===== src/lnr_regs.vh =====
// register offsets, field positions, reset values and constants of the luma noise reducer
`ifndef LNR_REGS_VH
`define LNR_REGS_VH

// register offsets
`define LNR_OFS_CORING_GAINS 8'ha3
`define LNR_OFS_THRESH_BLOCK 8'ha4
`define LNR_OFS_FILT_MODE 8'ha5

// reset values
`define LNR_RST_CORING_GAINS 8'h00
`define LNR_RST_THRESH_BLOCK 8'h00
`define LNR_RST_FILT_MODE 8'h00

// noise_coring_gains fields
`define LNR_BORDER_GAIN_LSB 0
`define LNR_BORDER_GAIN_MSB 3
`define LNR_DATA_GAIN_LSB 4
`define LNR_DATA_GAIN_MSB 7

// noise_threshold_block_cfg fields
`define LNR_LIMIT_LSB 0
`define LNR_LIMIT_MSB 5
`define LNR_BORDER_WIDE_BIT 6
`define LNR_BLOCK_LARGE_BIT 7

// noise_filter_mode_offset fields (mode bit sits inside the shift field)
`define LNR_FILT_SEL_LSB 0
`define LNR_FILT_SEL_MSB 2
`define LNR_MODE_BIT 4
`define LNR_SHIFT_LSB 4
`define LNR_SHIFT_MSB 7

// gain scaling: coring in eighths, sharpening in sixteenths, both capped at code 8
`define LNR_GAIN_MAX 4'h8
`define LNR_CORE_SHIFT 3
`define LNR_SHARP_SHIFT 4

// block geometry in pixels
`define LNR_BLK_SMALL_MASK 4'h7
`define LNR_BLK_LARGE_MASK 4'hf

// luma limits
`define LNR_LUMA_MAX 8'hff

`endif


===== src/lnr_hpf.v =====
// selectable high-frequency extraction filter over a five-pixel window
`timescale 1ns/1ns
module lnr_hpf
(
    // window, oldest to newest
    input wire [7:0] i_tap0,
    input wire [7:0] i_tap1,
    input wire [7:0] i_tap2,
    input wire [7:0] i_tap3,
    input wire [7:0] i_tap4,
    // response select
    input wire [2:0] i_sel,
    // signed filter output
    output reg signed [9:0] o_hp
);

    wire signed [11:0] c1;
    wire signed [11:0] c2;
    wire signed [11:0] s1;
    wire signed [11:0] s2;
    reg signed [11:0] t;

    assign c1 = {4'h0, i_tap2};
    assign c2 = {3'h0, i_tap2, 1'b0};
    assign s1 = {4'h0, i_tap1} + {4'h0, i_tap3};
    assign s2 = {4'h0, i_tap0} + {4'h0, i_tap4};

    always @*
    begin
        t = 12'sh000;
        case (i_sel)
            3'h0: t = (c2 - s1) >>> 1;
            3'h1: t = (c2 - s2) >>> 1;
            3'h2: t = (c2 - s1) >>> 2;
            3'h3: t = (c2 - s2) >>> 2;
            3'h4: t = ((c2 <<< 1) - s1 - s2) >>> 2;
            3'h5: t = ((c2 <<< 1) - s1 - s2) >>> 3;
            3'h6: t = c2 - s1;
            // one-sided difference: half of the centre pixel minus the next newer pixel (tap3)
            default: t = (c2 - s1 - (c1 - $signed({4'h0, i_tap1}))) >>> 1;
        endcase
        o_hp = t[9:0];
    end

endmodule


===== src/lnr_luma_noise_reduction.v =====
// standard-definition luma noise reduction and sharpening stage
// What this block does
// RULE1 - only luma is processed; chroma passes through unchanged, delay-matched
// RULE2 - extract high-frequency luma and compare its magnitude with threshold each pixel
// RULE3 - coring mode: below threshold, subtract gain times filter output from luma
// RULE4 - sharpening mode: above threshold, add gain times filter output to luma
// RULE5 - bit 4 of third register: 0 coring, 1 sharpening
// RULE6 - low nibble of first register is the border gain at block transitions
// RULE7 - high nibble of first register is the gain inside blocks
// RULE8 - coring gain codes are zero to one in eighths
// RULE9 - sharpening gain codes are zero to one half in sixteenths
// RULE10 - threshold is six-bit magnitude in low bits of second register
// RULE11 - bit 6 of second register: border four pixels wide, else two
// RULE12 - bit 7 of second register: 16x16 blocks, else 8x8
// RULE13 - block counting in pixels, each pixel two 27 MHz cycles
// RULE14 - low three bits of third register pick the extraction filter response
// RULE15 - high nibble of third register shifts block grid 0 to 15 pixels
// RULE16 - shift moves data against fixed gain positions to hit true edges
// RULE17 - each selectable response is a fixed high-frequency extraction filter
// RULE18 - counters restart at each line and field; result clipped to 8 bits
`timescale 1ns/1ns
`include "lnr_regs.vh"
module lnr_luma_noise_reduction
(
    // clock, reset, enable
    input wire i_clk,
    input wire i_rst_n,
    input wire i_ce,
    // register port
    input wire i_reg_wr,
    input wire i_reg_rd,
    input wire [7:0] i_reg_addr,
    input wire [7:0] i_reg_wdata,
    output wire [7:0] o_reg_rdata,
    // pixel input
    input wire i_pix_valid,
    input wire i_line_start,
    input wire i_field_start,
    input wire [7:0] i_luma,
    input wire [7:0] i_chroma,
    // pixel output
    output wire o_pix_valid,
    output wire [7:0] o_luma,
    output wire [7:0] o_chroma
);

    reg [7:0] gains_ff;
    reg [7:0] thr_blk_ff;
    reg [7:0] filt_mode_ff;
    reg [7:0] rdata_ff;

    reg [3:0] hcnt_ff;
    reg [3:0] vcnt_ff;
    reg [7:0] ywin_ff [0:4];
    reg [7:0] cwin_ff [0:2];
    reg [2:0] bwin_ff;

    reg out_valid_ff;
    reg [7:0] out_luma_ff;
    reg [7:0] out_chroma_ff;

    wire [3:0] gain_border;
    wire [3:0] gain_data;
    wire [5:0] noise_level_limit;
    wire border_wide;
    wire block_large;
    wire [2:0] extract_filter_sel;
    wire sharpen_boost_mode;
    wire [3:0] tile_shift;

    assign gain_border = gains_ff[`LNR_BORDER_GAIN_MSB:`LNR_BORDER_GAIN_LSB];
    assign gain_data = gains_ff[`LNR_DATA_GAIN_MSB:`LNR_DATA_GAIN_LSB];
    assign noise_level_limit = thr_blk_ff[`LNR_LIMIT_MSB:`LNR_LIMIT_LSB];
    assign border_wide = thr_blk_ff[`LNR_BORDER_WIDE_BIT];
    assign block_large = thr_blk_ff[`LNR_BLOCK_LARGE_BIT];
    assign extract_filter_sel = filt_mode_ff[`LNR_FILT_SEL_MSB:`LNR_FILT_SEL_LSB];
    assign sharpen_boost_mode = filt_mode_ff[`LNR_MODE_BIT];
    assign tile_shift = filt_mode_ff[`LNR_SHIFT_MSB:`LNR_SHIFT_LSB];

    // register writes and reads
    always @(posedge i_clk)
    begin
        if (!i_rst_n)
        begin
            gains_ff <= `LNR_RST_CORING_GAINS;
            thr_blk_ff <= `LNR_RST_THRESH_BLOCK;
            filt_mode_ff <= `LNR_RST_FILT_MODE;
            rdata_ff <= 8'h00;
        end
        else if (i_ce)
        begin
            if (i_reg_wr && i_reg_addr == `LNR_OFS_CORING_GAINS)
                gains_ff <= i_reg_wdata;
            if (i_reg_wr && i_reg_addr == `LNR_OFS_THRESH_BLOCK)
                thr_blk_ff <= i_reg_wdata;
            if (i_reg_wr && i_reg_addr == `LNR_OFS_FILT_MODE)
                filt_mode_ff <= i_reg_wdata;
            if (i_reg_rd)
            begin
                case (i_reg_addr)
                    `LNR_OFS_CORING_GAINS: rdata_ff <= gains_ff;
                    `LNR_OFS_THRESH_BLOCK: rdata_ff <= thr_blk_ff;
                    `LNR_OFS_FILT_MODE: rdata_ff <= filt_mode_ff;
                    default: rdata_ff <= 8'h00;
                endcase
            end
        end
    end

    assign o_reg_rdata = rdata_ff;

    // block grid position of the incoming pixel
    wire [3:0] blk_mask;
    wire [3:0] hpos;
    wire [3:0] vpos;
    wire [3:0] hcur;
    wire [3:0] vcur;
    wire h_edge;
    wire v_edge;
    wire in_border;

    // RULE12 block size
    assign blk_mask = block_large ? `LNR_BLK_LARGE_MASK : `LNR_BLK_SMALL_MASK;
    // RULE18 restart before shift
    assign hcur = i_line_start ? 4'h0 : hcnt_ff;
    assign vcur = i_field_start ? 4'h0 : (i_line_start ? vcnt_ff + 4'h1 : vcnt_ff);
    // RULE15 grid shift
    // RULE16 data moves against fixed gain positions
    assign hpos = (hcur + tile_shift) & blk_mask;
    assign vpos = vcur & blk_mask;
    // RULE11 border width
    assign h_edge = border_wide ?
        (hpos < 4'h2 || hpos > blk_mask - 4'h2) : (hpos == 4'h0 || hpos == blk_mask);
    assign v_edge = border_wide ?
        (vpos < 4'h2 || vpos > blk_mask - 4'h2) : (vpos == 4'h0 || vpos == blk_mask);
    assign in_border = h_edge | v_edge;

    // RULE13 one count per pixel strobe
    always @(posedge i_clk)
    begin
        if (!i_rst_n)
        begin
            hcnt_ff <= 4'h0;
            vcnt_ff <= 4'h0;
        end
        else if (i_ce)
        begin
            if (i_field_start)
                vcnt_ff <= 4'h0;
            else if (i_line_start)
                vcnt_ff <= vcnt_ff + 4'h1;
            if (i_pix_valid)
                hcnt_ff <= hcur + 4'h1;
            else if (i_line_start)
                hcnt_ff <= 4'h0;
        end
    end

    // pixel windows: luma five deep, chroma and border flag matched to the centre
    integer k;
    always @(posedge i_clk)
    begin
        if (!i_rst_n)
        begin
            for (k = 0; k < 5; k = k + 1)
                ywin_ff[k] <= 8'h00;
            for (k = 0; k < 3; k = k + 1)
                cwin_ff[k] <= 8'h00;
            bwin_ff <= 3'h0;
        end
        else if (i_ce && i_pix_valid)
        begin
            ywin_ff[0] <= i_luma;
            for (k = 1; k < 5; k = k + 1)
                ywin_ff[k] <= ywin_ff[k - 1];
            // RULE1 chroma untouched
            cwin_ff[0] <= i_chroma;
            for (k = 1; k < 3; k = k + 1)
                cwin_ff[k] <= cwin_ff[k - 1];
            bwin_ff <= {bwin_ff[1:0], in_border};
        end
    end

    // RULE17 fixed extraction responses
    // RULE14 response select
    wire signed [9:0] hp;
    lnr_hpf u_hpf
    (
        .i_tap0(ywin_ff[4]),
        .i_tap1(ywin_ff[3]),
        .i_tap2(ywin_ff[2]),
        .i_tap3(ywin_ff[1]),
        .i_tap4(ywin_ff[0]),
        .i_sel(extract_filter_sel),
        .o_hp(hp)
    );

    // magnitude test and gain
    wire [9:0] hp_mag;
    wire below;
    wire above;
    wire [3:0] gain_raw;
    wire [3:0] gain;
    wire signed [14:0] prod;
    wire signed [14:0] scaled;
    wire signed [10:0] centre;
    reg signed [10:0] nxt_sum;
    reg [7:0] nxt_luma;

    // RULE2 magnitude compare
    assign hp_mag = hp[9] ? 10'h000 - hp : hp;
    assign below = hp_mag < {4'h0, noise_level_limit};
    // RULE10 six-bit limit
    assign above = hp_mag > {4'h0, noise_level_limit};
    // RULE6 border gain
    // RULE7 inner gain
    assign gain_raw = bwin_ff[2] ? gain_border : gain_data;
    // RULE8 eighths up to one
    // RULE9 sixteenths up to one half
    assign gain = (gain_raw > `LNR_GAIN_MAX) ? `LNR_GAIN_MAX : gain_raw;
    assign prod = hp * $signed({1'b0, gain});
    assign scaled = sharpen_boost_mode ? (prod >>> `LNR_SHARP_SHIFT) :
        (prod >>> `LNR_CORE_SHIFT);
    assign centre = {3'h0, ywin_ff[2]};

    always @*
    begin
        nxt_sum = centre;
        // RULE5 mode select
        if (sharpen_boost_mode)
        begin
            // RULE4 add boost
            if (above)
                nxt_sum = centre + scaled[10:0];
        end
        else
        begin
            // RULE3 subtract noise
            if (below)
                nxt_sum = centre - scaled[10:0];
        end
        // RULE18 clip to 8 bits
        if (nxt_sum < 11'sh000)
            nxt_luma = 8'h00;
        else if (nxt_sum > $signed({3'h0, `LNR_LUMA_MAX}))
            nxt_luma = `LNR_LUMA_MAX;
        else
            nxt_luma = nxt_sum[7:0];
    end

    // output stage
    always @(posedge i_clk)
    begin
        if (!i_rst_n)
        begin
            out_valid_ff <= 1'b0;
            out_luma_ff <= 8'h00;
            out_chroma_ff <= 8'h00;
        end
        else if (i_ce)
        begin
            out_valid_ff <= i_pix_valid;
            if (i_pix_valid)
            begin
                out_luma_ff <= nxt_luma;
                // RULE1 chroma passes through
                out_chroma_ff <= cwin_ff[2];
            end
        end
    end

    assign o_pix_valid = out_valid_ff;
    assign o_luma = out_luma_ff;
    assign o_chroma = out_chroma_ff;

endmodule


===== config.mk =====
export PLATFORM = sky130hd
export DESIGN_NAME = lnr_luma_noise_reduction
export DESIGN_NICKNAME = d
export VERILOG_FILES = /design/src/lnr_hpf.v /design/src/lnr_luma_noise_reduction.v
export VERILOG_INCLUDE_DIRS = /design/src
export SDC_FILE = /design/constraint.sdc
export NUM_CORES = 1
export LEC_CHECK = 0
export ABC_AREA = 1
export BUFFER_PORTS_ARGS = -buffer_cell sky130_fd_sc_hd__buf_2
export CAP_MARGIN = 10
export CELL_PAD_IN_SITES_DETAIL_PLACEMENT = 1
export CELL_PAD_IN_SITES_GLOBAL_PLACEMENT = 2
export CORE_ASPECT_RATIO = 1.25
export CORE_MARGIN = 2
export CORE_UTILIZATION = 37
export CTS_CLUSTER_DIAMETER = 150
export DETAILED_ROUTE_END_ITERATION = 8
export GPL_ROUTABILITY_DRIVEN = 0
export GPL_TIMING_DRIVEN = 0
export PLACE_DENSITY_LB_ADDON = 0.12
export RECOVER_POWER = 100
export REMOVE_ABC_BUFFERS = 1
export SETUP_SLACK_MARGIN = 0.05
export SYNTH_ARGS = -nofsm -noshare
export SYNTH_HDL_FRONTEND = slang
export SYNTH_SLANG_ARGS = --single-unit

===== constraint.sdc =====
create_clock -name i_clk -period 12.45 [get_ports i_clk]
set_input_delay 1.245 -clock i_clk [delete_from_list [all_inputs] [get_ports i_clk]]
set_output_delay 1.245 -clock i_clk [all_outputs]
set_load 0.05 [all_outputs]

======== After elaboration in Yosys (flattened, before gate mapping) ========
Memory sizes are Yosys's and may differ from the RTL's. A register that Yosys moved wholly into a read port is not among the register bits.
Index checks and enable logic that the tools add are counted.
word-level totals
  word-level logic and storage cells ...... 105
  memory bits (writable) .................. 64
  bits of input ports ..................... 40
  output and inout bits ................... 25
  memories ................................ 2
  flip-flop bits (word level) ............. 52
cells by class
  equality and inequality tests ........... 11
  add/sub/neg operators ................... 15
  multipliers ............................. 1
  multiplexer cells ....................... 30
  reductions and logical operators ........ 17
  bitwise operators ....................... 11
  order comparisons ....................... 9
memories
  name     depth  bits a word  rd ports  clocked after Yosys merged registers in  write ports  RTL line                       source
  ywin_ff  5      8            5         0                                        5            lnr_luma_noise_reduction.v:54  reg [7:0] ywin_ff [0:4];
  cwin_ff  3      8            3         1                                        3            lnr_luma_noise_reduction.v:55  reg [7:0] cwin_ff [0:2];
operator list
  cell                                                                            count
  8-bit two-way mux                                                               10
  10-bit case mux with 7 select lines                                             1
  11-bit two-way mux                                                              4
  4-bit two-way mux                                                               7
  8-bit == test (second input constant)                                           3
  8-bit case mux with 3 select lines                                              1
  9-bit by 9-bit subtractor with 10-bit output                                    2
  8-bit by 8-bit adder with 9-bit output                                          2
  10-bit by 5-bit multiplier with 15-bit output                                   1
  11-bit by 12-bit subtractor with 12-bit output                                  1
  12-bit by 10-bit subtractor with 12-bit output                                  1
  8-bit by 11-bit adder with 11-bit output                                        1
  11-bit by 9-bit > comparator with 1-bit output (second input constant)          1
  11-bit by 1-bit less-than comparator with 1-bit output (second input constant)  1
  10-bit by 9-bit subtractor with 11-bit output                                   1
  8-bit by 11-bit subtractor with 11-bit output                                   1
  10-bit by 6-bit > comparator with 1-bit output                                  1
  10-bit by 6-bit less-than comparator with 1-bit output                          1
  10-bit two-way mux                                                              1
  2-bit AND reduction                                                             5
  1-bit by 10-bit subtractor with 10-bit output (first input constant)            1
  3-bit == test (second input constant)                                           3
  1-bit bitwise OR                                                                9
  8-bit by 8-bit subtractor with 9-bit output                                     1
  16 further kinds                                                                34

======== Longest topological paths before layout ========
Gate-level depths: netlist of the first run.
An unclocked memory read counts as a cell.
  depth in word-level cells ............... 13
  depth in mapped cells ................... 57
  mapped depth without buffers ............ 57

======== Cells and area by module ========
From an unflattened synthesis of the first run, not the netlist that was laid out.
unflattened totals
  cells, all modules ...................... 1596
  area, all modules ....................... 11569.8 µm²
by module, submodules not included
  module                    instances  area each (µm²)  cells each  seq. area each (µm²)
  lnr_luma_noise_reduction  1          8206.6           1040        3123.0
  lnr_hpf                   1          3363.2           556         0.0

======== Worst setup path before layout of the first run ========
OpenSTA, ideal clock, no wires.
  kind .................................... register to register
  start ................................... memory ywin_ff[0][0]
  end ..................................... register out_luma_ff[0], in the netlist o_luma[0]
  required time ........................... 12337 ps
  arrival time ............................ 7675 ps
  buffers on the path ..................... 0
  period minus slack after synthesis ...... 7788 ps
  path slack .............................. 4662 ps
  library setup time ...................... 113 ps
  stages on the path, launching flop included .. 50
  path through ............................ edfxtp_1 -> ha_1 -> fa_1 -> nand3_1 -> nand2_1 -> a21oi_1 -> nor2_1 -> nor2_1 -> xor2_1 -> fa_1 -> ha_1 -> nand2_1 -> nor2_1 -> nand2_1 -> nand3_1 -> nand2_1 -> nand3_1 -> nand3_1 -> [... 14 more ...] -> inv_1 -> ha_1 -> o31ai_1 -> a21oi_1 -> o21bai_1 -> nand2_1 -> a21oi_1 -> nor2_1 -> nor2_1 -> nand3_2 -> inv_1 -> nand2_1 -> nand2_1 -> nor2_1 -> nor2_4 -> nand2_1 -> nand2_1 -> nand2_1
RTL lines
  element               RTL line                        source
  from (decl)           lnr_luma_noise_reduction.v:54
  to (signal assigned)  lnr_luma_noise_reduction.v:265  out_luma_ff <= nxt_luma;
  to (decl)             lnr_luma_noise_reduction.v:59   reg [7:0] out_luma_ff;

==> results of run 1 <==
[state kept, by name, summed over array words and instances, names as in the netlist]
signal        count
hcnt_ff           4
ywin_ff          40
o_reg_rdata       8
vcnt_ff           4
filt_mode_ff      8
thr_blk_ff        8
bwin_ff           3
o_luma            8
cwin_ff          24
gains_ff          8
o_pix_valid       1
o_chroma          8
[path summary, 6_finish.rpt]
| kind | end |
|---|---|
| worst min register to register | o_luma[2] |
| worst min-delay path | o_luma[2] |
| worst max register to register | o_luma[1] |
| worst max-delay path | o_luma[1] |
[report_power, final]
group / switching, mW / internal (mW) / total [mW]
combinational: 0.489 / 0.236 / 0.726
sequential: 0.0159 / 0.450 / 0.466
clock: 0.207 / 0.311 / 0.518
[area by class of cell]
type,count,area [um2]
Tap cell,407,509.2
Fill cell,3967,18030
Multi-Input combinational cell,1142,7111
Timing Repair Buffer,67,297.8
Clock buffer,18,450.4
Clock inverter,14,157.7
Inverter,301,1130
Sequential cell,124,3123
[kinds of logic (layout without fill, tap and decap cells)]
kind of cell	Yosys count	count (layout)	synth area share
compound gates	224	224	0.1144
flops	124	124	0.2718
fa+ha+maj	152	152	0.1897
mux	1	1	0.0008711
simple gates	707	707	0.2707
buf+inv	330	400	0.1083
xor+xnor	58	58	0.04421
[cell usage after synthesis, drive strengths merged, types with 21 or more instances]
master  number  share of area
xor2        48          0.037
o21ai       62          0.027
ha         115           0.13
nand2      337           0.11
nand4       33          0.018
dfxtp       60           0.10
nand3      101          0.048
fa          37          0.064
a21oi       98          0.043
clkbuf      21         0.0069
edfxtp      64           0.17
inv        300          0.098
nor2       194          0.066
[metrics by stage]
step	instance area, um2	instances	util
floorplan	11380	1567	-
global placement	12210	2038	0.3962
detailed placement	12240	2040	0.3972
CTS	12840	2072	0.4169
global route	12780	2073	0.4148
finish	12780	2073	0.4148
[layer usage]
metal / vias up / part of all wire / GRT usage / wire length [um]
met3: 27 / 0.016 / 0.02397 / 545
met2: 90 / 0.54 / 0.4229 / 18720
li1: 5271 / - / - / -
met1: 4984 / 0.42 / 0.2493 / 14480
met5: - / 0 / 0 / 0
met4: 0 / 0.022 / 0.05215 / 743
[worst max-delay path: cells and delay by family, from the launching register on]
family	cells	cell delay (ps)
AOI/OAI and AO/OA	7	1560
xor gates and xnor gates	2	610
adders and majority gates	9	3690
buffers and inverters	4	270
DFF	1	400
and+or+nand+nor	28	3430
==> results.md, run 1 <==
- Status: finished with violations
- Failing checks: capacitance limit, slew limit
- Routed Antenna Nets: 0
- Main flop type after synthesis: edfxtp_1
- DRC violation count after routing: 0
- Drt first-iter violations: 500
- Final slew viol count: 87
- Final wirelength: 34.49 mm
- Clk root buf: clkbuf_16
- Vias per inst: 5.003
- TritonCTS buffer count: 17
- Register area share after synthesis: 0.2718
- WP data arrival: 10380 ps
- Core area: 30810 um2
- Crit Path Max Fanout: 8
- Layout area overhead: 11.20%
- Grt ovf: 0
- Flops & latches, synth: 124
- P per Cell Area: roughly 130 nW/um2
- Initial Util: 0.3730
- Setup CP Type: reg2reg
- Worst R2R Path Depth: 50
- Post-synth EDFFs: 64
- Cell leakage power: 6.400 nW
- Clk slew on worst S/H paths: approximately 60 ps
- Crit path launch type: flop
- Hold depth: 2
- Largest net degree at the start of global routing: 69
- Vias in the first global route: 10880
- Period Utilization, post-route: 0.8052
- Post-synthesis cell type count: 56
- Critical path launch point: ywin_ff[0][0]
- Place WS: 2922 ps
- DR vias: 10370
- Min Tclk post-route: 10020 ps
- Syn Area/Cell: 7.200 um2
- CTS tree: done
- Critical path's slowest cell: nor3_1
- Commonest cells after routing, fill and taps aside: nand2_1, inv_1, nor2_1
- Total clock sinks: around 120
- Endpoint class of the critical path: flop
- First-pass GRT wire length: around 56 mm
- Max IR drop VDD: 0.06947 mV
- Worst slew pin tran: 2434 ps
- Post-CTS Hold Buffers: 0
- Area of the die: 32490 um2
- Cells after Synth: 1596
- Nets: 1845
- Setup TNS: 0 ps
- Max Cap Viol: 2
- Hold/Removal Path Class: reg2reg
- Wire length per cell: 16.64 um
- Die Ht: 201.0 um
- Reg2reg setup slack: 2430 ps
- PnR worst setup slack: 2425 ps
- Overall routing resource usage: 0.2170
- Hold_sp: o_luma[2]
- Antenna violations before repair: 0
- RSZ-0062 raised after global routing: no
- Reg-to-Reg Start: ywin_ff[0][0]
- Final Hold Violating Endpoints: 0
- Worst hold slack: 453.8 ps
- Worst path required time: roughly 13000 ps
- Synthesis Warnings: 0
- Cell Area, Synth: 11490 um2
- Share of cells above drive strength 1: 0.06363
- Pwr Total: about 1.7 mW
- Setup Skew: 9.980 ps
- Most common cell after layout, fill and taps aside: nand2_1
- Number of cell rows: 72
- Drt pass-1 iters: 4
- Most used cell, CP: nand2_1
- Die width: between 150 and 200 um
- I/O Buffers: 64
- Clk buf depth: 2
- Clk_lat worst skew: 420 ps
- Ys async rst share: 0
- Max Fclk: 0.09975 GHz
- Max-slew headroom: -0.6226
- Final setup vio count: 0
- Antenna Cells: 0
- Htree depth: 4
- Post-CTS setup buffer count: 0
- I/O pin count: 65
- PostCTS Resize Cnt: 0
- Crit-path max cell delay: roughly 620 ps
- Post-DP HPWL: 27.90 mm
Power figures use the tool's default switching activity.
==> run 2, diff against run 1 <==
CORE_UTILIZATION = 33   (was 37)
clock period = 9.1 ns   (was 12.45 ns; I/O delays follow)
==> run 2 against run 1 <==
- the flow still finishes with violations (capacitance limit, slew limit)
- clock-buffer cell count fell by 1
- wire length up 3.5%
- critical path type unchanged
- clock skew increased by 2.0 ps
- sequential share of layout area fell by 1.6 points
- worst hold slack hardly changed
- first-iteration DRC count shrank 21%
- register-to-register slack worse by 1800 ps
- die area grew 12%
- sequential cell count is the same
- sequential power increased by 38%
==> results.md, run 2 (same netlist as run 1, synthesis figures left out) <==
- Status: finished with violations
- Failing checks: capacitance limit, slew limit
- Clk buf depth: 2
- Max Cap Viol: 2
- DR vias: 10460
- Place WS: -491.3 ps
- Clk_lat worst skew: 430 ps
- Metal3 WL: 689 um
- Highest routed layer: met4
- Hold/Removal Path Class: reg2reg
- Final Hold Violating Endpoints: 0
- Max-slew headroom: -0.6041
- Layout area overhead: 19.20%
- Setup TNS: 0 ps
- Drt pass-1 iters: 4
- Die width: ~170 um
- Post-DP HPWL: approximately 28 mm
- Largest net degree at the start of global routing: between 60 and 70
- I/O pin count: 65
- Final wirelength: roughly 36 mm
- Final slew viol count: around 100
- Grt ovf: 0
- Met2 routed WL: slightly below 20 mm
- Core area: around 34000 um2
- Clk slew on worst S/H paths: 60 ps
- Initial Util: 0.3338
- Period Utilization, post-route: 0.9353
- Nets: between 1500 and 2000
- Crit path launch type: flop
- Max IR drop VDD: 0.1190 mV
- Wire length per cell: 16.55 um
- Worst slew pin tran: ~2400 ps
- Drt first-iter violations: 395
- Setup CP Type: reg2reg
- Min Tclk post-route: 8511 ps
- Final setup vio count: 0
- Placement Cell Area: 12300 um2
- Antenna Cells: 0
- Finished Layout Cells: 2156
- Clk root buf: clkbuf_16
- Top reg by flops: ywin_ff
- Routed Antenna Nets: 0
- Htree depth: 4
- WP data arrival: 8830 ps
- CTS tree: done
- Critical path's slowest cell: fa_1
- Total clock sinks: between 100 and 150
- Number of cell rows: between 70 and 80
- Endpoint class of the critical path: flop
- TritonCTS buffer count: 17
- Crit Path Max Fanout: 8
- First-pass GRT wire length: 56.38 mm
- Vias in the first global route: roughly 11000
- Commonest cells after routing, fill and taps aside: nand2_1, inv_1, nor2_1
- Metal-1 WL: 14.63 mm
- Die Ht: 212.6 um
- Setup Skew: about 12 ps
- Area of the die: 36340 um2
- Finished Cell Area: 13700 um2
- Post-CTS Hold Buffers: 0
- Share of cells above drive strength 1: 0.1398
- DRC violation count after routing: 0
- Max Fclk: 0.1175 GHz
- Overall routing resource usage: 0.2003
- Placed insts: between 2000 and 2500
- Vias per inst: 4.853
- Most common cell after layout, fill and taps aside: nand2_1
- P per Cell Area: 181.3 nW/um2
- Antenna violations before repair: 0
- Biggest regs: ywin_ff (40), cwin_ff (24)
- Cell leakage power: roughly 6.6 nW
- PnR worst setup slack: 589.2 ps
- Filler cell count: 4336
- Crit-path max cell delay: 570 ps
- Worst path required time: around 9400 ps
- I/O Buffers: 64
- Worst hold slack: 453.3 ps
- Largest register FFs: 40
## run 2: cell types whose count changed in the layout (fill, tap and decap cells not counted), moves of 13 or more
cell and delta:
ha_1 -25, buf_4 +22, a21oi_1 -15, ha_4 +15
xor2_1 -15, a21oi_2 +13, nand2_1 -13
## run 2: area by class of cell
cell class	count	area [um2]	area share
clock inverters	15	211.5	0.01544
clock buffers	17	425.4	0.03106
well taps	468	585.6	0.04275
flip-flops and latches	124	3123	0.2280
multi-input cells	1142	7751	0.5659
inverters	301	1130	0.08249
repair buffers	89	470.5	0.03435
## run 2: metrics by stage
step | power [mW] | util
finish | 2.483 | 0.3979
global placement | 1.649 | 0.3568
detailed placement | 1.664 | 0.3574
CTS | 2.448 | 0.3806
floorplan | 1.366 | -
global route | 2.670 | 0.3979
## run 2: path summary, 6_finish.rpt
check                       from        end  slack (ps)  cells after the start
setup / recovery  ywin_ff[0][24]  o_luma[2]         590                     47
setup reg to reg  ywin_ff[0][24]  o_luma[2]         590                     47
hold reg to reg        o_luma[5]  o_luma[5]         450                      2
hold / removal         o_luma[5]  o_luma[5]         450                      2
## run 2: power by group
part | internal, mW | switching (mW) | leakage [nW]
sequential | 0.617 | 0.0243 | 1.16
clock | 0.463 | 0.271 | 0.309
combinational | 0.386 | 0.723 | 5.08
## run 2: timing repair
action,in CTS,in global routing
setup endpoints to repair,8,8
gates resized for setup,26,111
pin swaps,8,32
buffers inserted,6,17
## run 2: metal layers
| layer | GRT usage | vias up |
|---|---|---|
| met4 | 0.04588 | 0 |
| met1 | 0.2246 | 5016 |
| met2 | 0.3955 | 97 |
| met5 | 0 | - |
| li1 | - | 5323 |
| met3 | 0.02569 | 27 |
## run 2: worst max-delay path: cells and delay by family (launching register included)
family | cells | cell delay [ps]
compound gates | 8 | 1240
xor+xnor | 2 | 480
fa+ha+maj | 8 | 3110
buf+inv | 3 | 370
flops | 1 | 420
simple gates | 26 | 2770
==> run 3, diff against run 2 <==
CAP_MARGIN = unset   (was 10)
PLACE_DENSITY_LB_ADDON = 0.15   (was 0.12)
==> run 3 against run 2 <==
- fmax down 0.14%
- first-iteration DRC count is 25% lower
- clock skew rose by 2.3 ps
- die area did not move
- sequential cell count unchanged
- final area decreased by 0.16%
- the flow still finishes with violations (capacitance limit, slew limit)
==> results.md, run 3 (same netlist as run 1, synthesis figures left out) <==
- Core area: 34420 um2
- Share of cells above drive strength 1: 0.1387
- Status: finished with violations
- DR vias: 10460
- Vias in the first global route: 10840
- Htree depth: 4
- Final setup vio count: 0
- Initial Util: 0.3338
- Area of the die: between 30000 and 40000 um2
- Die width: 170.9 um
- DRC violation count after routing: 0
- Largest register FFs: 40
- P per Cell Area: 180.1 nW/um2
- Drt first-iter violations: slightly below 300
- Failing checks: capacitance limit, slew limit
- Placed insts: 2099
- Most used cell, CP: nand2_1
- Top reg by flops: ywin_ff
- Final Hold Violating Endpoints: 0
- Setup Skew: ~14 ps
- Endpoint class of the critical path: flop
- Wire length per cell: 16.46 um
- Clk buf depth: 2
- Die Ht: 212.6 um
- Number of cell rows: 76
- Placement Cell Area: 12290 um2
- Final slew viol count: around 140
- Crit Path Max Fanout: 8
- Max Fclk: 0.1173 GHz
- Drt pass-1 iters: 5
- Worst slew pin tran: 2742 ps
- Antenna violations before repair: 0
- Finished Core Util: 0.3973
- Min Tclk post-route: 8523 ps
- Largest net degree at the start of global routing: 69
- Max-slew headroom: -0.8379
- Antenna Cells: 0
- Crit-path max cell delay: 540 ps
- Filler cell count: 4336
- Finished Cell Area: 13680 um2
- Final wirelength: 35.47 mm
- Clk slew on worst S/H paths: about 60 ps
- Biggest regs: ywin_ff (40), cwin_ff (24)
- Routed Antenna Nets: 0
- Critical path's slowest cell: fa_1
- Setup CP Type: reg2reg
- Worst path required time: 9450 ps
- I/O pin count: 65
- Hold/Removal Path Class: reg2reg
- TritonCTS buffer count: 17
- Clk_lat worst skew: 420 ps
- Period Utilization, post-route: 0.9365
- Worst hold slack: 452.6 ps
- Setup TNS: 0 ps
- Commonest cells after routing, fill and taps aside: nand2_1, inv_1, nor2_1
- Cell leakage power: 6.566 nW
- First-pass GRT wire length: 56.17 mm
- Finished Layout Cells: between 2000 and 2500
- CTS tree: done
- Layout area overhead: 19.01%
- Nets: 1866
- WP data arrival: 8870 ps
- Total clock sinks: between 100 and 150
- Post-DP HPWL: 28.19 mm
- Max IR drop VDD: 0.1218 mV
- Clk root buf: clkbuf_16
- Overall routing resource usage: 0.1981
- Grt ovf: 0
- Vias per inst: 4.853
- Max Cap Viol: 2
- I/O Buffers: 64
- Most common cell after layout, fill and taps aside: nand2_1
- Crit path launch type: flop
[run 3: final timing paths]
path                                startpoint         to  slack, ps  depth (start not counted)
worst max-delay path            ywin_ff[0][24]  o_luma[4]        580                         51
worst min register to register       o_luma[5]  o_luma[5]        450                          2
worst max register to register  ywin_ff[0][24]  o_luma[4]        580                         51
worst min-delay path                 o_luma[5]  o_luma[5]        450                          2
[run 3: worst max-delay path: cells and delay by family (launching register included)]
kind | cells | cell delay, ps
xor gates and xnor gates | 2 | 410
adders and majority gates | 9 | 3420
and+or+nand+nor | 26 | 2570
buffers and inverters | 5 | 400
DFF | 1 | 430
AOI/OAI and AO/OA | 9 | 1210
[run 3: per-stage QoR]
step	power, mW	worst slack [ps]
CTS	2.434	50.78
finish	2.463	577.4
detailed placement	1.662	-416.2
global route	2.643	-57.57
global placement	1.645	-382.8
floorplan	1.366	1289
[run 3: per-layer routing]
layer | track usage | share of wire | vias to the layer above
met2 | 0.3942 | 0.56 | 77
met4 | 0.04296 | 0.014 | 0
met3 | 0.02141 | 0.015 | 20
li1 | - | - | 5303
met5 | 0 | 0 | -
met1 | 0.2231 | 0.41 | 5059
[run 3: cell type report]
class | instances | area [um2] | area share
Multi-Input combinational cell | 1142 | 7751 | 0.5668
Tap cell | 468 | 585.6 | 0.04282
Sequential cell | 124 | 3123 | 0.2284
Inverter | 301 | 1136 | 0.08307
Clock inverter | 14 | 183.9 | 0.01345
Timing Repair Buffer | 88 | 466.7 | 0.03413
Clock buffer | 18 | 429.2 | 0.03138
[run 3: timing repair]
item / CTS / global route
cloned: 0 / 0
endpoints found under the setup margin: 8 / 8
pin swaps: 6 / 39
buffers inserted: 4 / 20
hold buffers: 0 / 0
resized for setup: 30 / 108
[run 3: where the power goes]
part | switching [mW] | internal (mW)
clock network | 0.286 | 0.437
logic | 0.715 | 0.384
registers | 0.0238 | 0.617
total | 1.02 | 1.44
